--- src/hw/dsp_map.vh ---
`ifndef DSP_MAP_VH
`define DSP_MAP_VH

// Register indices; byte address is four times the index
`define DSP_IDX_MODE 8'h8f
`define DSP_IDX_CTL1 8'h9d
`define DSP_IDX_STS1 8'h9e
`define DSP_IDX_DAT1 8'h9f
`define DSP_IDX_CTL0 8'ha5
`define DSP_IDX_STS0 8'ha6
`define DSP_IDX_DAT0 8'ha7
`define DSP_IDX_IRQ_STAT 8'hb0
`define DSP_IDX_IRQ_CLR 8'hb1
`define DSP_IDX_IRQ_EN 8'hb2

// Mode field encodings
`define DSP_MODE_OFF 2'h0
`define DSP_MODE_SPI 2'h1
`define DSP_MODE_TWI 2'h2
`define DSP_MODE_UART 2'h3

// Control register fields
`define DSP_CTL_ON 7
`define DSP_CTL_ROLE 5
`define DSP_CTL_IDLE 4
`define DSP_CTL_EDGE 3

// Status register fields
`define DSP_STS_DONE 7
`define DSP_STS_WRITE_COLLISION_FLAG 6
`define DSP_STS_TXE 3
`define DSP_STS_ORD 2
`define DSP_STS_IE 0

// Reset values
`define DSP_RST_BYTE 8'h00

// Half of the smallest divisor (4); doubled per rate step
`define DSP_HALF_BASE 9'h002
`define DSP_BITS_LAST 4'h7

`endif

--- src/hw/dsp_spi_port.v ---
// Added by the designer: the AHB-Lite slave port.
`timescale 1ns/1ps
`include "dsp_map.vh"

// Overview of operation
// - Mode bits 7:6 select port 1 function
// - Mode bits 5:4 select port 0 function
// - Control bit 7 enables the shifter
// - Control bit 5 picks master or slave
// - Control bit 4 sets clock idle level
// - Control bit 3 picks the sampling edge
// - Rate bits divide system clock 4..512
// - Done flag set by hardware, software clears
// - Collision flag set on conflicting write
// - Buffer empty flag, software clears it
// - Status bit 2 picks bit order
// - Interrupt when done flag and enable
// - Data write loads tx, read returns rx
// - Two independent ports, separate addresses
// - Busy write flags collision, byte continues
// - Slave sends zero byte when unloaded
// - Slave holds received byte until cleared
// - Eight clock periods per full duplex byte
module dsp_spi_port (
  // Clock and reset
  input wire core_clk,
  input wire sys_rst,
  // AHB-Lite slave
  input wire hsel,
  input wire [31:0] haddr,
  input wire [1:0] htrans,
  input wire hwrite,
  input wire [2:0] hsize,
  input wire [31:0] hwdata,
  input wire hready,
  output wire hreadyout,
  output wire hresp,
  output wire [31:0] hrdata,
  // Serial pins, bit n serves port n
  input wire [1:0] sck_in,
  output wire [1:0] sck_out,
  output wire [1:0] sck_oe_n,
  input wire [1:0] mosi_in,
  output wire [1:0] mosi_out,
  output wire [1:0] mosi_oe_n,
  input wire [1:0] miso_in,
  output wire [1:0] miso_out,
  output wire [1:0] miso_oe_n,
  // Interrupts
  output wire [1:0] spi_irq,
  output wire irq
);

  reg [7:0] idx_r;
  reg wr_pend_r;
  reg [31:0] hrdata_r;
  reg [7:2] mode_r;
  reg [3:0] istat_r;
  reg [3:0] ien_r;
  reg [7:0] rd_nxt;
  wire [15:0] ctl_w;
  wire [15:0] sts_w;
  wire [15:0] rx_w;
  wire [1:0] ev_done;
  wire [1:0] ev_write_collision_flag;
  wire [3:0] ev_all;
  wire ap_take;
  wire ap_hit;
  wire [7:0] wd;

  // Sticky flag update: a hardware set in the same cycle beats the clear,
  // so an event that lands on a software clear is never lost
  function sticky;
    input cur;
    input set;
    input clr;
    begin
      sticky = set | (cur & ~clr);
    end
  endfunction

  // One step of a byte shifter in either bit order; the receive and the
  // transmit shifter share it so both always move the same way
  function [7:0] shift8;
    input [7:0] cur;
    input in_bit;
    input lsb_first;
    begin
      if (lsb_first)
        shift8 = {in_bit, cur[7:1]};
      else
        shift8 = {cur[6:0], in_bit};
    end
  endfunction

  // Bus timing summary:
  // the address phase is taken on the edge where hsel, htrans and hready
  // are all high; index and direction are kept for the data phase.
  // Writes land on the edge that closes the data phase, when hwdata is
  // valid, so no write data ever needs to be held by this block.
  // Reads are answered from a register loaded at the end of the address
  // phase; the value stands for exactly one data phase and then drops.
  // Trade-off: a read of the data register that races a shift edge sees
  // the byte as it stood in the address phase, one cycle before the data phase.

  // Zero wait state slave: every access finishes in its first data cycle
  assign hreadyout = 1'b1;
  assign hresp = 1'b0;
  assign hrdata = hrdata_r;
  assign ap_take = hsel & htrans[1] & hready;
  assign ap_hit = (haddr[31:10] == 22'h0);
  assign wd = hwdata[7:0];

  // Read mux; write-only and unmapped locations read as zero
  always @* begin
    case (haddr[9:2])
      `DSP_IDX_MODE: rd_nxt = {mode_r, 2'h0};
      `DSP_IDX_CTL0: rd_nxt = ctl_w[7:0];
      `DSP_IDX_STS0: rd_nxt = sts_w[7:0];
      `DSP_IDX_DAT0: rd_nxt = rx_w[7:0];
      `DSP_IDX_CTL1: rd_nxt = ctl_w[15:8];
      `DSP_IDX_STS1: rd_nxt = sts_w[15:8];
      `DSP_IDX_DAT1: rd_nxt = rx_w[15:8];
      `DSP_IDX_IRQ_STAT: rd_nxt = {4'h0, istat_r};
      `DSP_IDX_IRQ_EN: rd_nxt = {4'h0, ien_r};
      default: rd_nxt = 8'h00;
    endcase
  end

  // Address phase capture; read data is registered for the data phase
  always @(posedge core_clk) begin
    if (sys_rst) begin
      idx_r <= 8'h00;
      wr_pend_r <= 1'b0;
      hrdata_r <= 32'h0000_0000;
    end else begin
      wr_pend_r <= ap_take & hwrite & ap_hit;
      idx_r <= haddr[9:2];
      if (ap_take & ~hwrite & ap_hit)
        hrdata_r <= {24'h00_0000, rd_nxt};
      else
        hrdata_r <= 32'h0000_0000;
    end
  end

  // Mode register and interrupt bookkeeping; a new event beats a clear
  assign ev_all = {ev_write_collision_flag[1], ev_done[1], ev_write_collision_flag[0], ev_done[0]};
  assign irq = |(istat_r & ien_r);
  always @(posedge core_clk) begin
    if (sys_rst) begin
      mode_r <= 6'h00;
      istat_r <= 4'h0;
      ien_r <= 4'h0;
    end else begin
      if (wr_pend_r && idx_r == `DSP_IDX_MODE)
        mode_r <= wd[7:2];
      if (wr_pend_r && idx_r == `DSP_IDX_IRQ_EN)
        ien_r <= wd[3:0];
      if (wr_pend_r && idx_r == `DSP_IDX_IRQ_CLR)
        istat_r <= ev_all | (istat_r & ~wd[3:0]);
      else
        istat_r <= ev_all | istat_r;
    end
  end

  genvar g;
  generate
    for (g = 0; g < 2; g = g + 1) begin : port
      reg [7:0] ctl_r;
      reg done_r;
      reg write_collision_flag_r;
      reg txe_r;
      reg ord_r;
      reg ie_r;
      reg [7:0] tx_sh_r;
      reg [7:0] rx_sh_r;
      reg tx_full_r;
      reg busy_r;
      reg lvl_r;
      reg [3:0] tcnt_r;
      reg [8:0] div_r;
      reg sck_s1_r;
      reg sck_s2_r;
      reg sck_s3_r;
      reg mi_s1_r;
      reg mi_s2_r;
      reg mo_s1_r;
      reg mo_s2_r;
      wire [7:0] ctl_idx;
      wire [7:0] sts_idx;
      wire [7:0] dat_idx;
      wire [1:0] mode;
      wire on;
      wire mst;
      wire clock_idle_level;
      wire clock_sample_edge;
      wire [8:0] half_m1;
      wire mtick;
      wire slv_edge;
      wire lead;
      wire trail;
      wire samp;
      wire shft;
      wire done;
      wire rx_bit;
      wire tx_bit;
      wire wr_ctl;
      wire wr_sts;
      wire wr_dat;
      wire coll;
      wire load;

      // Port timing summary:
      // the master starts one cycle after a byte is loaded while idle and
      // toggles its clock every half period of 2 << rate system clocks.
      // A slave sees pin edges two to three cycles late through the
      // synchronisers, so the external clock must stay below one eighth
      // of the system clock for every edge to be seen.
      // Leading and trailing edges are worked out from the idle level, so
      // the same shift logic serves both roles and all four clock forms.
      // The done flag rises with the eighth trailing edge of a byte.

      // Each port has its own address set and mode field
      assign ctl_idx = (g == 0) ? `DSP_IDX_CTL0 : `DSP_IDX_CTL1;
      assign sts_idx = (g == 0) ? `DSP_IDX_STS0 : `DSP_IDX_STS1;
      assign dat_idx = (g == 0) ? `DSP_IDX_DAT0 : `DSP_IDX_DAT1;
      assign mode = (g == 0) ? mode_r[5:4] : mode_r[7:6];
      assign on = ctl_r[`DSP_CTL_ON] && (mode == `DSP_MODE_SPI);
      assign mst = ctl_r[`DSP_CTL_ROLE];
      assign clock_idle_level = ctl_r[`DSP_CTL_IDLE];
      assign clock_sample_edge = ctl_r[`DSP_CTL_EDGE];

      // Half period is 2..256 system clocks, so one bit is 4..512
      assign half_m1 = (`DSP_HALF_BASE << ctl_r[2:0]) - 9'h001;
      assign mtick = on & mst & busy_r & (div_r == half_m1);

      // Slave edges come from comparing the second and third sync stages
      assign slv_edge = on & ~mst & ~done_r & (sck_s2_r ^ sck_s3_r);
      assign lead = mst ? (mtick & ~lvl_r) : (slv_edge & (sck_s2_r ^ clock_idle_level));
      assign trail = mst ? (mtick & lvl_r) : (slv_edge & ~(sck_s2_r ^ clock_idle_level));
      assign samp = clock_sample_edge ? trail : lead;
      assign shft = clock_sample_edge ? (lead & (tcnt_r != 4'h0)) : trail;
      assign done = trail & (tcnt_r == `DSP_BITS_LAST);
      assign rx_bit = mst ? mi_s2_r : mo_s2_r;
      assign tx_bit = ord_r ? tx_sh_r[0] : tx_sh_r[7];

      assign wr_ctl = wr_pend_r && (idx_r == ctl_idx);
      assign wr_sts = wr_pend_r && (idx_r == sts_idx);
      assign wr_dat = wr_pend_r && (idx_r == dat_idx);
      // A write while a byte is pending or moving is refused
      assign coll = wr_dat & (tx_full_r | busy_r);
      assign load = wr_dat & ~tx_full_r & ~busy_r;

      // Pin synchronisers
      always @(posedge core_clk) begin
        if (sys_rst) begin
          sck_s1_r <= 1'b0;
          sck_s2_r <= 1'b0;
          sck_s3_r <= 1'b0;
          mi_s1_r <= 1'b0;
          mi_s2_r <= 1'b0;
          mo_s1_r <= 1'b0;
          mo_s2_r <= 1'b0;
        end else begin
          sck_s1_r <= sck_in[g];
          sck_s2_r <= sck_s1_r;
          sck_s3_r <= sck_s2_r;
          mi_s1_r <= miso_in[g];
          mi_s2_r <= mi_s1_r;
          mo_s1_r <= mosi_in[g];
          mo_s2_r <= mo_s1_r;
        end
      end

      // Shifter, clock generator and software registers
      always @(posedge core_clk) begin
        if (sys_rst) begin
          ctl_r <= `DSP_RST_BYTE;
          ord_r <= 1'b0;
          ie_r <= 1'b0;
          tx_sh_r <= `DSP_RST_BYTE;
          rx_sh_r <= `DSP_RST_BYTE;
          tx_full_r <= 1'b0;
          busy_r <= 1'b0;
          lvl_r <= 1'b0;
          tcnt_r <= 4'h0;
          div_r <= 9'h000;
        end else begin
          if (wr_ctl)
            ctl_r <= {wd[7], 1'b0, wd[5:0]};
          if (wr_sts) begin
            ord_r <= wd[`DSP_STS_ORD];
            ie_r <= wd[`DSP_STS_IE];
          end
          // Switching off abandons any byte in flight
          if (!on) begin
            busy_r <= 1'b0;
            lvl_r <= 1'b0;
            tcnt_r <= 4'h0;
            div_r <= 9'h000;
          end else begin
            if (mst & ~busy_r & tx_full_r) begin
              busy_r <= 1'b1;
              div_r <= 9'h000;
            end
            if (mst & busy_r) begin
              div_r <= mtick ? 9'h000 : div_r + 9'h001;
              if (mtick)
                lvl_r <= ~lvl_r;
            end
            if (~mst & lead)
              busy_r <= 1'b1;
            // Receive and transmit move on opposite edges of one bit
            if (samp)
              rx_sh_r <= shift8(rx_sh_r, rx_bit, ord_r);
            // Zero fill so a byte that is not reloaded goes out as zero
            if (shft)
              tx_sh_r <= shift8(tx_sh_r, 1'b0, ord_r);
            if (trail)
              tcnt_r <= tcnt_r + 4'h1;
            if (done) begin
              busy_r <= 1'b0;
              tcnt_r <= 4'h0;
              tx_full_r <= 1'b0;
              tx_sh_r <= `DSP_RST_BYTE;
            end
          end
          if (load) begin
            tx_sh_r <= wd;
            tx_full_r <= 1'b1;
          end
        end
      end

      // Sticky flags: hardware set wins over a software clear
      always @(posedge core_clk) begin
        if (sys_rst) begin
          done_r <= 1'b0;
          write_collision_flag_r <= 1'b0;
          txe_r <= 1'b0;
        end else begin
          // Software clears a flag by writing 0 to it; writing 1 keeps it
          done_r <= sticky(done_r, done,
            wr_sts & ~wd[`DSP_STS_DONE]);
          write_collision_flag_r <= sticky(write_collision_flag_r, coll,
            wr_sts & ~wd[`DSP_STS_WRITE_COLLISION_FLAG]);
          // Empty flag also drops when a new byte is accepted
          txe_r <= done |
            (txe_r & ~load & ~(wr_sts & ~wd[`DSP_STS_TXE]));
        end
      end

      // Pin drive: master owns clock and out line, slave the return line
      assign sck_out[g] = clock_idle_level ^ lvl_r;
      assign sck_oe_n[g] = ~(on & mst);
      assign mosi_out[g] = tx_bit;
      assign mosi_oe_n[g] = ~(on & mst);
      assign miso_out[g] = tx_bit;
      assign miso_oe_n[g] = ~(on & ~mst);

      assign spi_irq[g] = done_r & ie_r;
      assign ev_done[g] = done;
      assign ev_write_collision_flag[g] = coll;
      assign ctl_w[g*8 +: 8] = ctl_r;
      assign sts_w[g*8 +: 8] = {done_r, write_collision_flag_r, 2'h0, txe_r, ord_r, 1'b0,
                                ie_r};
      assign rx_w[g*8 +: 8] = rx_sh_r;
    end
  endgenerate

endmodule // dsp_spi_port
--- config.mk ---
export PLATFORM = sky130hd
export DESIGN_NAME = dsp_spi_port
export DESIGN_NICKNAME = d
export VERILOG_FILES = /design/src/hw/dsp_spi_port.v
export VERILOG_INCLUDE_DIRS = /design/src /design/src/hw
export SDC_FILE = /design/constraint.sdc
export NUM_CORES = 1
export LEC_CHECK = 0
export BUFFER_PORTS_ARGS = -buffer_cell sky130_fd_sc_hd__buf_2
export CAP_MARGIN = 25
export CORE_MARGIN = 4
export CORE_UTILIZATION = 40
export CTS_BUF_LIST = sky130_fd_sc_hd__clkbuf_4
export DETAILED_ROUTE_END_ITERATION = 10
export PLACE_DENSITY = 0.67
export SLEW_MARGIN = 30
export SYNTH_ARGS = -nofsm -noshare
export SYNTH_HDL_FRONTEND = slang
export SYNTH_SLANG_ARGS = --single-unit
--- constraint.sdc ---
create_clock -name core_clk -period 4.2 [get_ports core_clk]
set_input_delay 0.42 -clock core_clk [delete_from_list [all_inputs] [get_ports core_clk]]
set_output_delay 0.42 -clock core_clk [all_outputs]
set_load 0.02 [all_outputs]
-- Yosys cells after proc, flatten, opt, wreduce, memory -nomap -nowiden
Index checks and enable logic that the tools add are counted.
- input port bits: 80
- bits in registers: 157
- output and inout bits: 49
- reductions and logical operators: 38
- equal/unequal tests: 24
- shifts and indexed selects: 2
- muxes and demuxes: 42
- bitwise gates (word level): 110
- add/subtract/negate cells: 6
- operators with widths (kind ; count):
    8-bit equality test, second input constant ; 18
    8-bit 2-to-1 mux ; 12
    8-bit one-hot mux with 9 select lines ; 1
    1-bit bitwise AND ; 60
    9-bit 2-to-1 mux ; 6
    1-bit NOT ; 31
    22-bit logical NOT ; 1
    1-bit 2-to-1 mux ; 22
    9-bit by 1-bit adder with 9-bit output, second input constant ; 2
    9-bit equality test ; 2
    2-bit by 3-bit left shift with 9-bit output, first input constant ; 2
    9-bit by 1-bit subtractor with 9-bit output, second input constant ; 2
    2-bit AND reduction ; 8
    2-bit nonzero test ; 8
    1-bit logical AND ; 11
    4-bit by 1-bit adder with 4-bit output, second input constant ; 2
    4-bit bitwise AND ; 2
    4-bit by 3-bit equality test with 1-bit output, second input constant ; 2
    1-bit bitwise OR ; 8
    4-bit bitwise OR ; 2
    4-bit nonzero test ; 2
    3-bit nonzero test ; 2
    2-bit OR reduction ; 3
    3-bit OR reduction ; 2
    5 further kinds ; 11

-- Depth between registers and ports, before layout
- depth after elaboration: 13
- mapped depth: 13
- gate-level depth less buffers: 10

-- Worst setup path before layout
No wires, ideal clock.
- path type: register -> register
- start point: register port[1].ctl_r[1]
- end point: register port[1].tx_sh_r[0]
- data required time: 4.071 ns
- path slack: 0.903 ns
- stages on the path, launching flop included: 12
- clock period less this slack: 3.297 ns
- setup time: 0.129 ns
- buffers on the path: 2
- arrival: 3.168 ns
- cell sequence: dfxtp_1 > clkbuf_1 > or3_1 > ha_1 > xnor2_1 > or4_1 > a2111o_1 > a311o_1 > a221oi_4 > or3_1 > buf_6 > a21oi_1
- longest elaborated chain between the ends: 10
- elaborated cells on any way between the ends: 16
- RTL lines (element ; line ; source):
    start: declaration ; dsp_spi_port.v:169 ; reg [7:0] ctl_r;
    start signal: assignment ; dsp_spi_port.v:278 ; ctl_r <= `DSP_RST_BYTE;
    start signal: assignment ; dsp_spi_port.v:290 ; ctl_r <= {wd[7], 1'b0, wd[5:0]};
    2-bit by 3-bit left shift with 9-bit output (no line) * ; -- ;
    9-bit by 1-bit subtractor with 9-bit output * ; dsp_spi_port.v:234 ; assign half_m1 = (`DSP_HALF_BASE << ctl_r[2:0]) - 9'h001;
    9-bit equality test * ; dsp_spi_port.v:235 ; assign mtick = on & mst & busy_r & (div_r == half_m1);
    1-bit bitwise AND * ; dsp_spi_port.v:235 ;
    1-bit bitwise AND, on equally long branches ; dsp_spi_port.v:239, dsp_spi_port.v:240 ;
    1-bit 2-to-1 mux, on equally long branches ; dsp_spi_port.v:239, dsp_spi_port.v:240 ;
    1-bit bitwise AND, on equally long branches ; dsp_spi_port.v:242, dsp_spi_port.v:243 ;
    1-bit 2-to-1 mux or 8-bit 2-to-1 mux (tied branches) ; dsp_spi_port.v:242, dsp_spi_port.v:321 ;
    3-bit nonzero test (no line) or 8-bit 2-to-1 mux (tied branches) ; -- ;
    2-bit AND reduction (no line) or 8-bit 2-to-1 mux (tied branches) ; -- ;
    end signal: assignment ; dsp_spi_port.v:281 ; tx_sh_r <= `DSP_RST_BYTE;
    end signal: assignment ; dsp_spi_port.v:318 ; tx_sh_r <= shift8(tx_sh_r, 1'b0, ord_r);
    end signal: assignment ; dsp_spi_port.v:325 ; tx_sh_r <= `DSP_RST_BYTE;
    end: declaration ; dsp_spi_port.v:175 ; reg [7:0] tx_sh_r;
Every way passes the cells marked *; elsewhere a longest branch is shown, timed or not. The select of a mux whose other input is x is not followed.
A chain may end at the register's enable or synchronous reset.

-- Worst setup path after layout
- start point: register port[1].ctl_r[1]
- end point: register port[1].tx_sh_r[1]
Same word-level chain as after synthesis.

==> impl_metrics.csv <==
group,metric,value,unit
drt,vias,6265,
setup_path,cp_max_fo,14,
logic_synthesis,yosysUniqueCellTypes,66,
global_routing,grt_pass1_wl,29280,um
placed_design,place_hpwl,12740,um
clock_network,htree_levels,4,
setup_path,crit_arrival,4.02,ns
die,start_util,41.07,%
placed_design,finalWeightedCongestion,0.8377,
drt,drt_first_pass_iters,5,
logic_synthesis,synthFlopType,"dfxtp_1",
setup_path,rr_startpoint,"port[1].ctl_r[1]",
drt,wl_per_cell,16.36,um
drt,post-route-drc-count,0,
die,core_area,17360,um2
logic_synthesis,yosys-top-cells-area,"dfxtp_1, mux2i_1, nor2_1, a21oi_1, buf_4",
sta,worst_pin_slew,0.9736,ns
flow_run,maxCapViolCount,0,
sta,report.final.slew_viol_count,0,
hold_path,hp-start,"mosi_in[0]",
setup_path,crit_required,4.64,ns
sta,fin_skew,0.01469,ns
sta,fin_hold_ws,0.06714,ns
logic_synthesis,synth_commonest_cells,"dfxtp_1, nor2_1, mux2i_1, a21oi_1, clkbuf_1",
clock_network,clock_sinks,133,
power_and_ir_drop,power_density,298.1,nW/um2
drt,ant_nets,0,
clock_network,cts_tree,"done",
logic_synthesis,async_flop_share,0,%
clock_network,clockBufferDepth,2,
die,placementRows,48,
clock_network,cts_resized,0,
clock_network,clkSlewWorstSetupHoldPaths,0.11,ns
global_routing,global_route.overflow_total,0,
drt,drt_iter0_drc,627,
power_and_ir_drop,vdd_ir_drop_max,176.7,uV
global_routing,grt_max_degree,73,
die,io_pins,129,
finish,nets,962,
clock_network,cts_buffers,17,
logic_synthesis,yosysSeqAreaShare,37.35,%
setup_path,critPathLaunchType,"flip-flop",
sta,finalSetupViolCount,0,
logic_synthesis,ys_warn_count,0,
logic_synthesis,synth_top_area_share,37.35,%
setup_path,slowest_stage,"a221oi_4",
sta,relSlewSlack,35.01,%
sta,min_period_over_period,85.32,%
sta,min_period,3.583,ns
die,die_h,141.5,um
drt,vias_per_cell,5.629,
logic_synthesis,synthCells,832,
setup_path,worstSetupPathType,"flip-flop to flip-flop",
setup_path,path_common_cell,"or3_1",
logic_synthesis,synth.most_common_cell,"dfxtp_1",
global_routing,track_usage,18.09,%
sta,fin_tns_setup,0,ns
die,dieArea,20020,um2
sta,max_clock_freq,279.1,MHz
drt,wl,18200,um
die,die_x,141.5,um
finish,area_growth,9.479,%
placed_design,io_buffers,72,
setup_path,crit_start,"port[1].ctl_r[1]",
clock_network,cts_setup_buffers,0,
sta,grt_setup_unrepaired,"false",
setup_path,end_kind,"flip-flop",
setup_path,path_cells,"or3_1, ha_1, xnor2_1, or4_1, a2111o_1, a311o_1, a221oi_4, or3_1, a21oi_1",
global_routing,grt_pass1_vias,5656,
clock_network,clock-root-buffer,"clkbuf_4",
sta,hold_viol,0,
logic_synthesis,synth-edff-count,0,
hold_path,hold_path.class,"input pin to flip-flop",
logic_synthesis,synth_area,7128,um2
logic_synthesis,yosys.area.top_type,"dfxtp_1",
finish,drive_above_1_share,15.56,%
logic_synthesis,synth_seq_cells,133,
setup_path,max_stage_delay,0.50,ns
logic_synthesis,postSynthAreaPerCell,8.567,um2
clock_network,hold_buffers,0,
global_routing,grt_antenna_before_repair,1,
run_status,status,"finished clean",
clock_network,clock_latency,0.56,ns
power_and_ir_drop,leakagePower,2.851,nW
==> final cells by class <==
class	count	area, um2
diodes	1	2.502
inverters	12	45.04
fillers	1694	9553
multi-input cells	629	4073
repair buffers	82	435.4
flip-flops and latches	133	2663
well taps	225	281.5
clock inverters	12	161.4
clock buffers	19	142.6
==> routing by layer <==
metal	part of all wire, %	track usage, %	vias up	wire length, um
li1	-	-	3064	-
met2	43	26.64	209	7857
met1	49	26.36	2970	8855
met4	2.0	5.909	0	362
met3	6.2	3.842	22	1129
met5	0	0	-	0
==> report_power, final <==
part	switching [mW]	total [mW]	internal, mW
sequential	0.00396	1.27	1.27
combinational	0.0775	0.110	0.0325
clock	0.469	0.942	0.473
==> worst max-delay path, delay by kind of cell (launching register included) <==
kind            cells  cell delay (ns)
flops               1             0.45
simple gates        3             1.17
compound gates      4             1.41
xor+xnor            1             0.13
fa+ha+maj           1             0.31
==> path summary, 6_finish.rpt <==
kind | slack, ns | end | cells past startpoint
min | 0.07 | port[0].mo_s1_r | 2
min reg2reg | 0.45 | port[1].mo_s2_r | 1
max reg2reg | 0.62 | port[1].tx_sh_r[1] | 9
max | 0.62 | port[1].tx_sh_r[1] | 9
==> layout by cell type (no fill, tap or decap), types with 6 or more instances in the layout <==
master / Yosys / layout
dfxtp_1: 133 / 133
nor2_1: 101 / 101
mux2i_1: 73 / 73
buf_2: 4 / 72
a21oi_1: 62 / 62
nand2_1: 35 / 35
nor2b_1: 30 / 30
o21ai_0: 30 / 30
nor3_1: 27 / 26
conb_1: 2 / 26
a22oi_1: 25 / 25
nand3b_1: 19 / 19
clkbuf_4: 0 / 19
nand3_1: 18 / 18
and3_1: 16 / 16
inv_1: 11 / 11
buf_4: 32 / 10
mux2_2: 9 / 9
a31oi_1: 9 / 9
o22ai_1: 8 / 8
or4_1: 8 / 8
nand2b_1: 8 / 8
a21boi_0: 8 / 8
o41ai_1: 8 / 8
a31o_2: 7 / 7
a311oi_1: 7 / 7
ha_1: 7 / 7
nor3b_1: 6 / 6
==> logic make-up after synthesis <==
group,share of synthesized area [%]
AND/OR/NAND/NOR,22.08
adder cells (fa/ha/maj),1.229
multiplexers,11.67
AO/OA/AOI/OAI,19.43
buffers and inverters,7.021
flip-flops,37.35
XOR/XNOR,1.106
other,0.1054
==> sequential cells by signal, indices dropped and copies added, names as in the netlist, 4 cells and up <==
signal        count
port.ctl_r       14
ien_r             4
istat_r           4
port.rx_sh_r     16
port.tx_sh_r     16
mode_r            6
port.tcnt_r       8
port.div_r       18
hrdata            8
idx_r             8
==> metrics by stage <==
stage / area, um2 / util (%) / setup slack, ns / power (mW) / cells
global placement: 7492 / 43.17 / 0.6498 / 1.410 / 1081
finish: 7804 / 44.96 / 0.6168 / 2.326 / 1113
CTS: 7801 / 44.95 / 0.6232 / 2.341 / 1112
global route: 7804 / 44.96 / 0.4212 / 2.417 / 1113
floorplan: 7218 / - / 0.9032 / 1.384 / 856
detailed placement: 7497 / 43.19 / 0.6335 / 1.412 / 1081
Power figures use the tool's default switching activity.
